===== src/tse_pkg.sv =====
package tse_pkg;

    localparam int CNT_W = 16;

    // Register byte offsets
    localparam logic [7:0] OFS_CTRL  = 8'h00;
    localparam logic [7:0] OFS_SLAVE = 8'h04;
    localparam logic [7:0] OFS_CHMOD = 8'h08;
    localparam logic [7:0] OFS_CAPEN = 8'h0c;
    localparam logic [7:0] OFS_ARR   = 8'h10;
    localparam logic [7:0] OFS_CMP   = 8'h14;
    localparam logic [7:0] OFS_CNT   = 8'h18;
    localparam logic [7:0] OFS_FLAG  = 8'h1c;
    localparam logic [7:0] OFS_CFG   = 8'h20;
    localparam logic [7:0] OFS_PSC   = 8'h24;

    // control_register_one fields
    localparam int CTRL_CEN = 0;
    localparam int CTRL_OPM = 1;
    localparam int CTRL_URS = 2;
    localparam int CTRL_XOR = 3;
    localparam int CTRL_DIR = 4;
    // slave_control_register fields
    localparam int SMS_LO = 0;
    localparam int TS_LO  = 4;
    // channel_mode_register fields
    localparam int CC1S_LO = 0;
    localparam int ICFA_LO = 4;
    localparam int ICFB_LO = 8;
    localparam int OCM_LO  = 12;
    localparam int OCFE    = 15;
    // capture_enable_register fields and the trigger flag bit
    localparam int POL_A = 0;
    localparam int POL_B = 1;
    localparam int FLAG_TRIG = 0;

    localparam logic [2:0] SMS_OFF   = 3'h0;
    localparam logic [2:0] SMS_ENC_B = 3'h1;
    localparam logic [2:0] SMS_ENC_A = 3'h2;
    localparam logic [2:0] SMS_ENC_2 = 3'h3;
    localparam logic [2:0] SMS_RESET = 3'h4;
    localparam logic [2:0] SMS_GATED = 3'h5;
    localparam logic [2:0] SMS_TRIG  = 3'h6;

    localparam logic [2:0] TS_IN_A = 3'h5;
    localparam logic [2:0] TS_IN_B = 3'h6;
    localparam logic [1:0] CC1S_IN = 2'h1;

    localparam logic [2:0] OCM_FROZEN = 3'h0;
    localparam logic [2:0] OCM_SET    = 3'h1;
    localparam logic [2:0] OCM_CLR    = 3'h2;
    localparam logic [2:0] OCM_TOGGLE = 3'h3;
    localparam logic [2:0] OCM_LOW    = 3'h4;
    localparam logic [2:0] OCM_HIGH   = 3'h5;
    localparam logic [2:0] OCM_PWM1   = 3'h6;
    localparam logic [2:0] OCM_PWM2   = 3'h7;

    localparam logic [3:0] FILT_OFF = 4'h0;

    typedef logic [CNT_W-1:0] tse_cnt_type;

    typedef struct packed {
        logic       out;
        logic [3:0] run;
    } tse_filt_type;

    typedef struct packed {
        logic [3:0]   sync1;
        logic [3:0]   sync2;
        tse_filt_type filt_a;
        tse_filt_type filt_b;
        logic         prev_a;
        logic         prev_b;
        logic         trig_prev;
        logic         counter_enable_bit;
        logic         one_pulse_select;
        logic         update_request_source;
        logic         xor_input_select;
        logic         count_direction_bit;
        logic [2:0]   slave_mode_select;
        logic [2:0]   trigger_select;
        logic [1:0]   channel1_capture_source;
        logic [3:0]   channel1_input_filter;
        logic [3:0]   input_b_filter;
        logic [2:0]   compare_mode;
        logic         fast_output_force;
        logic         input_a_polarity;
        logic         input_b_polarity;
        tse_cnt_type  auto_reload_value;
        tse_cnt_type  auto_reload_shadow;
        tse_cnt_type  compare_value;
        tse_cnt_type  compare_shadow;
        tse_cnt_type  prescale;
        tse_cnt_type  prescale_shadow;
        tse_cnt_type  prescale_count;
        tse_cnt_type  count;
        logic         trigger_flag;
        logic         trigger_irq_enable;
        logic         forced;
        logic         reference;
        logic         trigger_out;
        logic         irq;
        logic         pready;
        logic         pslverr;
        logic [31:0]  prdata;
    } tse_state_type;

endpackage : tse_pkg


===== src/tse_top.sv =====
// What this block does
// - In trigger mode (slave mode 110) a trigger edge sets counter enable without software.
// - Fast force drives the reference to its compare-match level on the stimulus.
// - Fast force acts only in the two PWM compare modes.
// - Slave modes 001, 010, 011 count B edges, A edges, or both.
// - Encoder steps once per valid selected transition while counter is enabled.
// - Direction is recomputed on every transition of exactly one input; simultaneous changes are dropped.
// - Encoder count wraps between 0 and the auto-reload value both ways.
// - Compare and trigger output keep working in encoder operation; the prescaler is bypassed.
// - A-only: A rise counts down if B high, up if low; fall opposite.
// - B-only: B rise counts up if A high, down if low; fall opposite.
// - Both-input counting applies each input's own direction rule.
// - Inputs A and B each have an optional filter and polarity inversion.
// - XOR select feeds channel 1 filter from pins 2 to 4 XORed.
// - Reset mode trigger clears counter and prescaler; update if source bit low.
// - Trigger select 101 routes filtered polarity-adjusted input A as trigger when capture source is 01.
// - Trigger events set the trigger flag; interrupt when its enable is set.
// - Gated mode counts only while the trigger is at its active level.
// - Gated mode never counts while counter enable is 0.
// - Gated mode sets the trigger flag at both start and stop.
// - Trigger pins are resynchronised into the timer clock domain.
// - Capture source 01 maps channel 1 filtered input onto input A.
// - Filter value 0000 passes the input through unfiltered.
//
// Our own choices: the APB interface to the registers and the address map.
`timescale 1ns/10ps
`default_nettype none

module tse_top (
    input  wire logic        clk,
    input  wire logic        rst_n,
    input  wire logic        psel,
    input  wire logic        penable,
    input  wire logic        pwrite,
    input  wire logic [7:0]  paddr,
    input  wire logic [31:0] pwdata,
    output logic      [31:0] prdata,
    output logic             pready,
    output logic             pslverr,
    input  wire logic [3:0]  ch_pin,
    output logic             reference_out,
    output logic             trigger_out,
    output logic             irq
);

    ////////////////////////////////////////////////////////////////////////////////
    // Reset release

    logic                   rst_meta_n;
    logic                   rst_sync_n;
    tse_pkg::tse_state_type s;
    tse_pkg::tse_state_type n;

    always_ff @(posedge clk or negedge rst_n) begin
        if (!rst_n) begin
            rst_meta_n <= 1'b0;
            rst_sync_n <= 1'b0;
        end else begin
            rst_meta_n <= 1'b1;
            rst_sync_n <= rst_meta_n;
        end
    end

    ////////////////////////////////////////////////////////////////////////////////
    // Glitch filter: output follows the input after it has held for len samples

    function automatic tse_pkg::tse_filt_type filter_step(
        input tse_pkg::tse_filt_type cur,
        input logic                  raw,
        input logic [3:0]            len
    );
        tse_pkg::tse_filt_type res;
        res = cur;
        if (len == tse_pkg::FILT_OFF) begin
            res.out = raw;
            res.run = 4'h0;
        end else if (raw == cur.out) begin
            res.run = 4'h0;
        end else if (cur.run + 4'h1 >= len) begin
            res.out = raw;
            res.run = 4'h0;
        end else begin
            res.run = cur.run + 4'h1;
        end
        return res;
    endfunction : filter_step

    ////////////////////////////////////////////////////////////////////////////////
    // Next-state logic

    logic                raw_a;
    logic                in_a;
    logic                in_b;
    logic                edge_a;
    logic                edge_b;
    logic                trig;
    logic                trig_rise;
    logic                encoder;
    logic                step;
    logic                step_down;
    logic                update;
    logic                flag_set;
    logic                pwm;
    logic                access;
    logic                wr;
    logic                rd_hit;
    logic [31:0]         rd_val;
    tse_pkg::tse_cnt_type cnt_w;

    always_comb begin
        n         = s;
        step      = 1'b0;
        update    = 1'b0;
        flag_set  = 1'b0;
        rd_hit    = 1'b1;
        rd_val    = 32'h0000_0000;
        cnt_w     = tse_pkg::CNT_W'(pwdata);

        n.sync1 = ch_pin;
        n.sync2 = s.sync1;

        raw_a = s.xor_input_select ? (s.sync2[1] ^ s.sync2[2] ^ s.sync2[3]) : s.sync2[0];
        n.filt_a = filter_step(s.filt_a, raw_a, s.channel1_input_filter);
        n.filt_b = filter_step(s.filt_b, s.sync2[1], s.input_b_filter);
        in_a = s.filt_a.out ^ s.input_a_polarity;
        in_b = s.filt_b.out ^ s.input_b_polarity;
        n.prev_a = in_a;
        n.prev_b = in_b;
        edge_a = in_a ^ s.prev_a;
        edge_b = in_b ^ s.prev_b;

        // Input A only reaches the trigger once mapped as a capture source
        case (s.trigger_select)
            tse_pkg::TS_IN_A: trig = (s.channel1_capture_source == tse_pkg::CC1S_IN) & in_a;
            tse_pkg::TS_IN_B: trig = in_b;
            default:          trig = 1'b0;
        endcase
        n.trig_prev = trig;
        trig_rise   = trig & ~s.trig_prev;

        encoder = (s.slave_mode_select == tse_pkg::SMS_ENC_A) ||
                  (s.slave_mode_select == tse_pkg::SMS_ENC_B) ||
                  (s.slave_mode_select == tse_pkg::SMS_ENC_2);
        pwm = (s.compare_mode == tse_pkg::OCM_PWM1) || (s.compare_mode == tse_pkg::OCM_PWM2);

        if (encoder) begin
            // Simultaneous change cannot be decoded and is dropped
            if (edge_a ^ edge_b) begin
                n.count_direction_bit = edge_a ? (in_a == in_b) : (in_a != in_b);
                step = s.counter_enable_bit &&
                       ((edge_a && s.slave_mode_select != tse_pkg::SMS_ENC_B) ||
                        (edge_b && s.slave_mode_select != tse_pkg::SMS_ENC_A));
            end
        end else if (s.counter_enable_bit &&
                     (s.slave_mode_select != tse_pkg::SMS_GATED || trig)) begin
            if (s.prescale_count >= s.prescale_shadow) begin
                n.prescale_count = '0;
                step = 1'b1;
            end else begin
                n.prescale_count = s.prescale_count + tse_pkg::CNT_W'(1);
            end
        end

        step_down = n.count_direction_bit;
        if (step) begin
            if (!step_down) begin
                if (s.count >= s.auto_reload_shadow) begin
                    n.count = '0;
                    update  = 1'b1;
                end else begin
                    n.count = s.count + tse_pkg::CNT_W'(1);
                end
            end else if (s.count == '0) begin
                n.count = s.auto_reload_shadow;
                update  = 1'b1;
            end else begin
                n.count = s.count - tse_pkg::CNT_W'(1);
            end
        end

        case (s.slave_mode_select)
            tse_pkg::SMS_RESET: begin
                if (trig_rise) begin
                    n.count          = '0;
                    n.prescale_count = '0;
                    flag_set         = 1'b1;
                    update           = ~s.update_request_source;
                end
            end
            tse_pkg::SMS_GATED: begin
                if (s.counter_enable_bit && (trig != s.trig_prev)) begin
                    flag_set = 1'b1;
                end
            end
            tse_pkg::SMS_TRIG: begin
                if (trig_rise) begin
                    n.counter_enable_bit = 1'b1;
                    flag_set             = 1'b1;
                    if (s.fast_output_force && pwm) begin
                        n.forced = 1'b1;
                    end
                end
            end
            default: begin
            end
        endcase

        // Shadows track software while stopped so a start uses fresh values
        if (update || !s.counter_enable_bit) begin
            n.auto_reload_shadow = s.auto_reload_value;
            n.compare_shadow     = s.compare_value;
            n.prescale_shadow    = s.prescale;
        end
        n.trigger_out = update;
        if (update) begin
            n.forced = 1'b0;
            if (s.one_pulse_select) begin
                n.counter_enable_bit = 1'b0;
            end
        end
        if (s.forced && s.count >= s.compare_shadow) begin
            n.forced = 1'b0;
        end

        // Compare keeps running whatever clocks the counter
        case (s.compare_mode)
            tse_pkg::OCM_SET:    if (s.count == s.compare_shadow) n.reference = 1'b1;
            tse_pkg::OCM_CLR:    if (s.count == s.compare_shadow) n.reference = 1'b0;
            tse_pkg::OCM_TOGGLE: if (s.count == s.compare_shadow) n.reference = ~s.reference;
            tse_pkg::OCM_LOW:    n.reference = 1'b0;
            tse_pkg::OCM_HIGH:   n.reference = 1'b1;
            tse_pkg::OCM_PWM1:   n.reference = ~(s.forced | n.forced) &
                                               (s.count < s.compare_shadow);
            tse_pkg::OCM_PWM2:   n.reference = (s.forced | n.forced) |
                                               (s.count >= s.compare_shadow);
            default:             n.reference = s.reference;
        endcase

        ////////////////////////////////////////////////////////////////////////////
        // APB slave: one wait-free access cycle after setup

        access = psel & penable & s.pready;
        wr     = access & pwrite;

        case (paddr)
            tse_pkg::OFS_CTRL: rd_val = {27'h0, s.count_direction_bit, s.xor_input_select,
                                         s.update_request_source, s.one_pulse_select,
                                         s.counter_enable_bit};
            tse_pkg::OFS_SLAVE: rd_val = {25'h0, s.trigger_select, 1'b0, s.slave_mode_select};
            tse_pkg::OFS_CHMOD: rd_val = {16'h0, s.fast_output_force, s.compare_mode,
                                          s.input_b_filter, s.channel1_input_filter,
                                          2'h0, s.channel1_capture_source};
            tse_pkg::OFS_CAPEN: rd_val = {30'h0, s.input_b_polarity, s.input_a_polarity};
            tse_pkg::OFS_ARR:   rd_val = 32'(s.auto_reload_value);
            tse_pkg::OFS_CMP:   rd_val = 32'(s.compare_value);
            tse_pkg::OFS_CNT:   rd_val = 32'(s.count);
            tse_pkg::OFS_FLAG:  rd_val = {31'h0, s.trigger_flag};
            tse_pkg::OFS_CFG:   rd_val = {31'h0, s.trigger_irq_enable};
            tse_pkg::OFS_PSC:   rd_val = 32'(s.prescale);
            default:            rd_hit = 1'b0;
        endcase

        n.pready  = psel & ~penable;
        n.pslverr = psel & ~penable & ~rd_hit;
        if (psel & ~penable & ~pwrite) begin
            n.prdata = rd_val;
        end

        if (wr) begin
            case (paddr)
                tse_pkg::OFS_CTRL: begin
                    // Hardware start or stop in the same cycle wins over software
                    if (n.counter_enable_bit == s.counter_enable_bit) begin
                        n.counter_enable_bit = pwdata[tse_pkg::CTRL_CEN];
                    end
                    n.one_pulse_select      = pwdata[tse_pkg::CTRL_OPM];
                    n.update_request_source = pwdata[tse_pkg::CTRL_URS];
                    n.xor_input_select      = pwdata[tse_pkg::CTRL_XOR];
                    if (!encoder) begin
                        n.count_direction_bit = pwdata[tse_pkg::CTRL_DIR];
                    end
                end
                tse_pkg::OFS_SLAVE: begin
                    n.slave_mode_select = pwdata[tse_pkg::SMS_LO +: 3];
                    n.trigger_select    = pwdata[tse_pkg::TS_LO +: 3];
                end
                tse_pkg::OFS_CHMOD: begin
                    n.channel1_capture_source = pwdata[tse_pkg::CC1S_LO +: 2];
                    n.channel1_input_filter   = pwdata[tse_pkg::ICFA_LO +: 4];
                    n.input_b_filter          = pwdata[tse_pkg::ICFB_LO +: 4];
                    n.compare_mode            = pwdata[tse_pkg::OCM_LO +: 3];
                    n.fast_output_force       = pwdata[tse_pkg::OCFE];
                end
                tse_pkg::OFS_CAPEN: begin
                    n.input_a_polarity = pwdata[tse_pkg::POL_A];
                    n.input_b_polarity = pwdata[tse_pkg::POL_B];
                end
                tse_pkg::OFS_ARR: n.auto_reload_value = cnt_w;
                tse_pkg::OFS_CMP: n.compare_value     = cnt_w;
                tse_pkg::OFS_CNT: n.count             = cnt_w;
                tse_pkg::OFS_CFG: n.trigger_irq_enable = pwdata[tse_pkg::FLAG_TRIG];
                tse_pkg::OFS_PSC: n.prescale          = cnt_w;
                default: begin
                end
            endcase
        end

        // Write one to clear; a trigger in the same cycle keeps the flag set
        n.trigger_flag = (s.trigger_flag &
                          ~(wr && paddr == tse_pkg::OFS_FLAG && pwdata[tse_pkg::FLAG_TRIG])) |
                         flag_set;
        n.irq = n.trigger_flag & n.trigger_irq_enable;
    end

    ////////////////////////////////////////////////////////////////////////////////
    // State register

    always_ff @(posedge clk or negedge rst_sync_n) begin
        if (!rst_sync_n) begin
            s <= '0;
        end else begin
            s <= n;
        end
    end

    assign prdata        = s.prdata;
    assign pready        = s.pready;
    assign pslverr       = s.pslverr;
    assign reference_out = s.reference;
    assign trigger_out   = s.trigger_out;
    assign irq           = s.irq;

endmodule : tse_top

`default_nettype wire


===== config.mk =====
export PLATFORM = sky130hd
export DESIGN_NAME = tse_top
export DESIGN_NICKNAME = d
export VERILOG_FILES = /design/src/tse_pkg.sv /design/src/tse_top.sv
export SDC_FILE = /design/constraint.sdc
export NUM_CORES = 1
export LEC_CHECK = 0
export BUFFER_PORTS_ARGS = -buffer_cell sky130_fd_sc_hd__buf_2
export CAP_MARGIN = 20
export CORE_AREA = 8 8 161 163
export CTS_CLUSTER_DIAMETER = 50
export DETAILED_ROUTE_END_ITERATION = 16
export DIE_AREA = 0 0 169 171
export MAX_ROUTING_LAYER = met4
export PLACE_DENSITY = 0.64
export SYNTH_ARGS = -nofsm -noshare
export SYNTH_HDL_FRONTEND = slang
export SYNTH_SLANG_ARGS = --single-unit
export TNS_END_PERCENT = 20

===== constraint.sdc =====
create_clock -name clk -period 9 [get_ports clk]
set_clock_uncertainty 0.05 [all_clocks]
set_input_delay 1.8 -clock clk [delete_from_list [all_inputs] [get_ports clk]]
set_output_delay 1.8 -clock clk [all_outputs]
set_load 0.01 [all_outputs]

==> impl_metrics.csv, run 1 <==
group,metric,value,unit
timing,layout_setup_ws,4341,ps
worst_setup_path,start_kind,"flip-flop",
routing,routedWlPerCell,20.31,um
yosys,synth-seq-cells,202,
yosys,synth_area_leader_cell,"dfrtp_1",
die,start_util,0.4809,
die,coreArea,0.02326,mm^2
routing,vias_per_cell,5.829,
pwr,power_density,210.6,mW/mm^2
yosys,syn_avg_cell_area,10.60,um^2
placed_design,port_buffers,53,
global_route,gr-total-overflow,0,
yosys,ys_types,68,
worst_setup_path,timing.rr.start,"s[40]$_DFF_PN0_",
clock_tree,ctsResizeCount,0,
timing,relSlewSlack,0.3013,
placed_design,dp_slack,4183,ps
clock_tree,cts_sinks,202,
finish,diodes,0,
die,core.rowCount,56,
routing,firstDrtPassIters,6,
pwr,p_leak,5.722,nW
worst_setup_path,worstPathMaxFanout,27,
worst_setup_path,r2r_slack,4340,ps
die,die_x,169,um
global_route,grt_pass1_vias,8190,
finish,syn2layout_area_growth,10.74,%
timing,tightestPinTransition,1044,ps
timing,finalHoldViolCount,0,
clock_tree,cts_setup_buffers,0,
placed_design,dpl.hpwl,20.05,mm
die,dieArea,0.02890,mm^2
yosys,synth_top_flop_cell,"dfrtp_1",
routing,remaining_drc_errors,0,
global_route,antenna_found_initial,0,
placed_design,gp_congestion,0.8589,
clock_tree,cts_tree,"yes",
run,drv_cap,0,
worst_setup_path,r2r_cells,11,
yosys,synthTopCellsByArea,"dfrtp_1 (45%), mux2_2 (11%), ha_1 (6.9%)",
timing,rsz0062_at_grt,"no",
clock_tree,root_buffer,"clkbuf_16",
clock_tree,clockBufferDepth,3,
yosys,ys_warn_count,0,
global_route,grt_usage,0.2072,
yosys,synthCells,1055,
timing,finalSetupTns,0,ps
worst_setup_path,cp_cell_sequence,"inv_1, ha_1, nand2b_1, a2111oi_0, nor4bb_1, o31ai_1, mux2i_1, a31oi_4, nand2_2, buf_4, mux2_4",
yosys,yosysMostFrequentCell,"dfrtp_1",
finish,layout.nets,1192,
clock_tree,cts_htree_levels,1,
global_route,grt_pass1_wl,46.39,mm
yosys,syn_area,0.01119,mm^2
worst_setup_path,critPathKind,"flip-flop to flip-flop",
yosys,synth_edf_count,0,
worst_setup_path,crit_arrival,5000,ps
yosys,synth_top_area_share,0.4519,
pwr,max-vdd-ir-drop,0.1356,mV
worst_setup_path,end_kind,"flip-flop",
yosys,seq_area_frac_synth,0.4519,
die,die_h,171,um
yosys,synth_common_cells,"dfrtp_1 (202), mux2_2 (105), inv_1 (74)",
worst_setup_path,worstPathRequired,9340,ps
global_route,grt_max_degree,170,
clock_tree,clk_latency,510,ps
worst_setup_path,r2r-end,"s[140]$_DFFE_PN0P_",
worst_setup_path,slowest_delay,650,ps
clock_tree,clkSlewWorstSetupHoldPaths,60,ps
finish,drive_above_1_share,0.2213,
worst_hold_path,hold_class,"flip-flop to async pin",
timing,finalMaxSlewViolations,0,
worst_setup_path,cp_slowest_cell,"o31ai_1",
routing,postRouteAntennaNets,0,
routing,drtIter0Drc,710,
outcome,status,"complete, no violations",
timing,finalCriticalPeriod,4659,ps
timing,max_freq,214.7,MHz
timing,finalCritPeriodShare,0.5176,
routing,via_count,8260,
routing,wirelength,28.78,mm
die,pin_count,86,
clock_tree,cts_buffers,25,
clock_tree,hold_buffers,0,
timing,setup_viol,0,
yosys,synth-async-reset-ratio,1.000,
-- layer usage --
metal	track usage	up-vias	part of all wire
li1	-	3846	-
met1	0.2779	4113	0.45
met2	0.3250	246	0.46
met3	0.02489	55	0.053
met4	0.06618	0	0.029
met5	-	-	0
-- where the power goes --
part / internal [W] / switching, W / leakage, nW
registers: 0.000958 / 0.000133 / 2.72
clock network: 0.000597 / 0.000404 / 0.412
logic: 0.000230 / 0.000288 / 2.59
total: 0.00179 / 0.000824 / 5.72
-- through the flow --
stage	std cells	hold slack [ps]	instance area (um^2)	utilization	total power, W
floorplan	1070	281.2	11240	-	0.001482
global placement	1373	230.6	11560	0.4970	0.001610
detailed placement	1373	238.9	11560	0.4970	0.001619
CTS	1417	244.6	12390	0.5325	0.002627
global route	1417	269.5	12390	0.5325	0.002745
finish	1417	221.1	12390	0.5325	0.002609
-- how the worst max path moves through the flow --
stage	from	endpoint	slack [ps]
2_1_floorplan	rst_sync_n$_DFF_PN0_	irq$_DFF_PN0_	2900
3_3_place_gp	paddr[5]	s[50]$_DFF_PN0_	4140
3_5_place_dp	paddr[5]	s[50]$_DFF_PN0_	4180
4_1_cts	s[40]$_DFF_PN0_	s[140]$_DFFE_PN0P_	4410
5_1_grt	s[40]$_DFF_PN0_	s[144]$_DFFE_PN0P_	3980
6_report	s[40]$_DFF_PN0_	s[140]$_DFFE_PN0P_	4340
-- flip-flops by register name, summed over array words and instances (netlist names) --
signal	count
rst_meta_n	1
trigger_out	1
irq	1
n	4
prdata	16
s	175
rst_sync_n	1
pslverr	1
pready	1
reference_out	1
-- final cells by class --
| class | instances | area (um^2) |
|---|---|---|
| Fill cell | 2116 | 10870 |
| Timing Repair Buffer | 65 | 367.9 |
| Tap cell | 319 | 399.1 |
| Clock inverter | 15 | 155.1 |
| Inverter | 74 | 277.8 |
| Clock buffer | 29 | 670.6 |
| Multi-Input combinational cell | 713 | 5459 |
| Sequential cell | 202 | 5059 |
-- cell usage in the layout (no fill, tap or decap), drive strengths merged, types with 4 or more instances in the layout --
cell type | synthesis | final
o211ai | 22 | 22
nand3 | 29 | 29
a41oi | 4 | 4
nand2 | 63 | 63
clkinv | 0 | 8
inv | 74 | 78
nor4 | 9 | 9
nand3b | 6 | 6
ha | 62 | 62
a21o | 7 | 7
and3 | 15 | 15
clkbuf | 39 | 29
nor3 | 18 | 18
nand4 | 15 | 15
conb | 2 | 17
nor2 | 74 | 74
xor2 | 11 | 11
xnor2 | 18 | 18
o21ai | 33 | 33
a211oi | 5 | 5
a32oi | 5 | 5
nand2b | 9 | 9
mux2 | 125 | 125
or3 | 5 | 5
nor2b | 10 | 10
a31oi | 19 | 19
buf | 42 | 65
a22oi | 21 | 21
a221o | 5 | 5
mux2i | 4 | 4
a22o | 5 | 5
a221oi | 5 | 5
a222oi | 11 | 11
a21oi | 35 | 35
and2 | 6 | 6
dfrtp | 202 | 202
a32o | 4 | 4
-- critical path: cells and delay by family, from the launching register on --
kind / cells / cell delay, ps
adder cells (fa/ha/maj): 1 / 320
AND/OR/NAND/NOR: 3 / 720
buffers and inverters: 2 / 670
AO/OA/AOI/OAI: 3 / 1440
flip-flops: 1 / 530
multiplexers: 2 / 800
-- kinds of logic after synthesis --
logic type,Yosys count,synth area share
AO/OA/AOI/OAI,203,0.1312
other,2,0.0006713
buffers and inverters,155,0.06543
AND/OR/NAND/NOR,272,0.1206
flip-flops,202,0.4519
multiplexers,129,0.1361
adder cells (fa/ha/maj),62,0.06934
XOR/XNOR,30,0.02483
Note: power is estimated with default switching activity, not from simulation.
==> run 2: changes to the inputs <==
--- a/config.mk
+++ b/config.mk
@@ -5,12 +5,13 @@
 export SDC_FILE = /design/constraint.sdc
 export NUM_CORES = 1
 export LEC_CHECK = 0
+export ABC_AREA = 1
 export BUFFER_PORTS_ARGS = -buffer_cell sky130_fd_sc_hd__buf_2
 export CAP_MARGIN = 20
-export CORE_AREA = 8 8 161 163
+export CORE_AREA = 8 8 163 165
 export CTS_CLUSTER_DIAMETER = 50
 export DETAILED_ROUTE_END_ITERATION = 16
-export DIE_AREA = 0 0 169 171
+export DIE_AREA = 0 0 171 173
 export MAX_ROUTING_LAYER = met4
 export PLACE_DENSITY = 0.64
 export SYNTH_ARGS = -nofsm -noshare
==> constraint.sdc (replaced) <==
create_clock -name clk -period 4.6 [get_ports clk]
set_clock_uncertainty 0.05 [all_clocks]
set_input_delay 0.92 -clock clk [delete_from_list [all_inputs] [get_ports clk]]
set_output_delay 0.92 -clock clk [all_outputs]
set_load 0.01 [all_outputs]
==> run 2 against run 1 <==
Power increased by 120%. Critical path type unchanged. Largest cell class unchanged. Register-to-register slack got worse by 3300 ps. Flip-flop and latch count unchanged. Sequential share of layout area decreased by 1.7 points. Via count increased by 20%.
==> impl_metrics.csv, run 2 <==
group,metric,value,unit
die,core.rowCount,57,
worst_setup_path,crit_arrival,3930,ps
outcome,status,"complete, no violations",
timing,layout_setup_ws,1084,ps
yosys,synth_common_cells,"nand2_1 (306), inv_1 (219), dfrtp_1 (202)",
routing,remaining_drc_errors,0,
yosys,seq_area_frac_synth,0.4376,
global_route,grt_pass1_vias,9660,
clock_tree,cts_sinks,202,
clock_tree,root_buffer,"clkbuf_16",
finish,largest_reg_flops,175,
placed_design,gp_congestion,0.9285,
worst_setup_path,cp_cell_sequence,"inv_2, nand2_2, nand2_4, nand3_1, nand2_1, ha_1, nand3_1, nor2_2, a21oi_1, nand2_2, nand2_4, nor2_4, buf_4, nand2_1, o21ai_1",
yosys,synth-seq-cells,202,
pwr,finalPower,0.005724,W
clock_tree,clkSlewWorstSetupHoldPaths,60,ps
routing,wirelength,32.32,mm
finish,drive_above_1_share,0.1051,
timing,relSlewSlack,0.3643,
worst_setup_path,start_kind,"flip-flop",
worst_setup_path,cp_slowest_cell,"nor2_4",
yosys,syn_area,0.01155,mm^2
worst_setup_path,worstPathMaxFanout,30,
routing,postRouteAntennaNets,0,
placed_design,dpl.hpwl,23.73,mm
finish,mostFrequentLayoutCells,"nand2_1 (306), inv_1 (219), dfrtp_1 (201)",
finish,design_area,0.01293,mm^2
global_route,gr-total-overflow,0,
finish,layout_commonest_cell,"nand2_1",
worst_setup_path,worstPathRequired,5010,ps
yosys,synthCells,1444,
timing,finalHoldViolCount,0,
finish,fillerInstances,2301,
die,die_h,173,um
yosys,muxShareOfSynthArea,0.0008666,
finish,syn2layout_area_growth,11.97,%
die,start_util,0.4820,
routing,via_count,9893,
routing,vias_per_cell,5.409,
placed_design,dpl_cell_area,0.01198,mm^2
worst_setup_path,critPathKind,"flip-flop to flip-flop",
routing,drtIter0Drc,844,
finish,seqCellArea,0.005059,mm^2
clock_tree,cts_buffers,27,
timing,max_freq,284.4,MHz
worst_setup_path,slowest_delay,530,ps
clock_tree,cts_setup_buffers,0,
timing,finalCritPeriodShare,0.7644,
global_route,grt_max_degree,84,
yosys,synthTopCellsByArea,"dfrtp_1 (44%), nand2_1 (9.9%), inv_1 (7.1%)",
finish,layout.nets,1595,
routing,firstDrtPassIters,5,
timing,setup_viol,0,
finish,regMostFlops,"s",
yosys,synth_top_flop_cell,"dfrtp_1",
timing,finalSetupTns,0,ps
die,pin_count,86,
timing,tightestPinTransition,951.2,ps
yosys,synth_edf_count,0,
yosys,synth_top_area_share,0.4376,
die,dieArea,0.02958,mm^2
clock_tree,clockBufferDepth,3,
yosys,synthAdderAreaFrac,0.06716,
clock_tree,clk_latency,560,ps
clock_tree,ctsResizeCount,0,
run,drv_cap,0,
yosys,synth_top_family_by_area,"simple AND/OR/NAND/NOR gates",
die,coreArea,0.02396,mm^2
worst_setup_path,end_kind,"flip-flop",
pwr,p_leak,6.022,nW
timing,finalCriticalPeriod,3516,ps
yosys,synth-xor-area-share,0.02351,
placed_design,dp_slack,1065,ps
yosys,synth-async-reset-ratio,1.000,
pwr,power_density,442.6,mW/mm^2
die,die_x,171,um
finish,multi_input_area,0.005236,mm^2
yosys,synth_area_leader_cell,"dfrtp_1",
yosys,syn_avg_cell_area,7.999,um^2
clock_tree,cts_tree,"yes",
worst_hold_path,hold_class,"input pin to async pin",
clock_tree,cts_htree_levels,1,
timing,rsz0062_at_grt,"no",
global_route,grt_usage,0.2296,
global_route,antenna_found_initial,1,
placed_design,port_buffers,53,
yosys,synth_compound_area_frac,0.1596,
routing,routedWlPerCell,17.67,um
pwr,max-vdd-ir-drop,0.2883,mV
yosys,yosysMostFrequentCell,"nand2_1",
global_route,grt_pass1_wl,52.59,mm
yosys,ys_types,49,
yosys,ys_warn_count,0,
clock_tree,hold_buffers,0,
yosys,synthSimpleGateAreaFrac,0.1967,
timing,finalMaxSlewViolations,0,
==> run 2: cell count changes in the layout (fill, tap and decap cells not counted), moves of 30 or more <==
| cell | change |
|---|---|
| o21ai_0 | +111 |
| nand3_1 | +30 |
| nand2_1 | +244 |
| mux2_2 | -105 |
| inv_1 | +145 |
| o21ai_1 | +43 |
==> run 2: cell families after synthesis <==
family          after synthesis
simple gates                520
fa+ha+maj                    62
buf+inv                     303
compound gates              323
xor+xnor                     31
flops                       202
mux                           1
other cells                   2
==> run 2: power breakdown <==
| part | internal, W | switching (W) | total, W |
|---|---|---|---|
| sequential | 0.00189 | 0.000238 | 0.00213 |
| combinational | 0.000496 | 0.000878 | 0.00137 |
| clock | 0.00137 | 0.000855 | 0.00222 |
==> run 2: layout make-up <==
| cell class | instances | share of cell area |
|---|---|---|
| well taps | 324 | 0.03134 |
| repair buffers | 69 | 0.03173 |
| diodes | 1 | 0.0001935 |
| clock inverters | 17 | 0.01780 |
| clock buffers | 32 | 0.05601 |
| flip-flops and latches | 202 | 0.3911 |
| multi-input cells | 954 | 0.4049 |
| inverters | 230 | 0.06694 |
==> run 2: per-stage QoR <==
step	hold WS [ps]	utilization	cells
6_report	89.19	0.5397	1829
5_1_grt	78.53	0.5397	1829
3_3_place_gp	284.6	0.4998	1779
3_5_place_dp	290.5	0.4998	1779
2_1_floorplan	281.1	-	1459
4_1_cts	69.35	0.5396	1828
==> run 2: worst paths after layout <==
kind | from | endpoint | slack [ps] | cells past startpoint
min in group clk | n[210]$_DFF_PN0_ | s[210]$_DFF_PN0_ | 300 | 0
max in group asynchronous | rst_sync_n$_DFF_PN0_ | s[56]$_DFF_PN0_ | 3170 | 1
setup / recovery | s[202]$_DFFE_PN0P_ | s[148]$_DFFE_PN0P_ | 1080 | 15
setup reg to reg | s[202]$_DFFE_PN0P_ | s[148]$_DFFE_PN0P_ | 1080 | 15
hold reg to reg | rst_sync_n$_DFF_PN0_ | prdata[12]$_DFFE_PN0P_ | 300 | 0
hold / removal | rst_n | rst_meta_n$_DFF_PN0_ | 90 | 1
==> run 2: worst max-delay path: cells and delay by family, from the launching register on <==
| family | cells | cell delay [ps] |
|---|---|---|
| adder cells (fa/ha/maj) | 1 | 270 |
| AND/OR/NAND/NOR | 10 | 1910 |
| AO/OA/AOI/OAI | 2 | 190 |
| buffers and inverters | 2 | 530 |
| flip-flops | 1 | 450 |
==> run 2: per-layer routing <==
layer	vias to the layer above	track usage	part of all wire
li1	4805	-	-
met1	4728	0.3149	0.46
met2	297	0.3395	0.45
met3	63	0.03348	0.059
met4	0	0.08554	0.038
met5	-	-	0
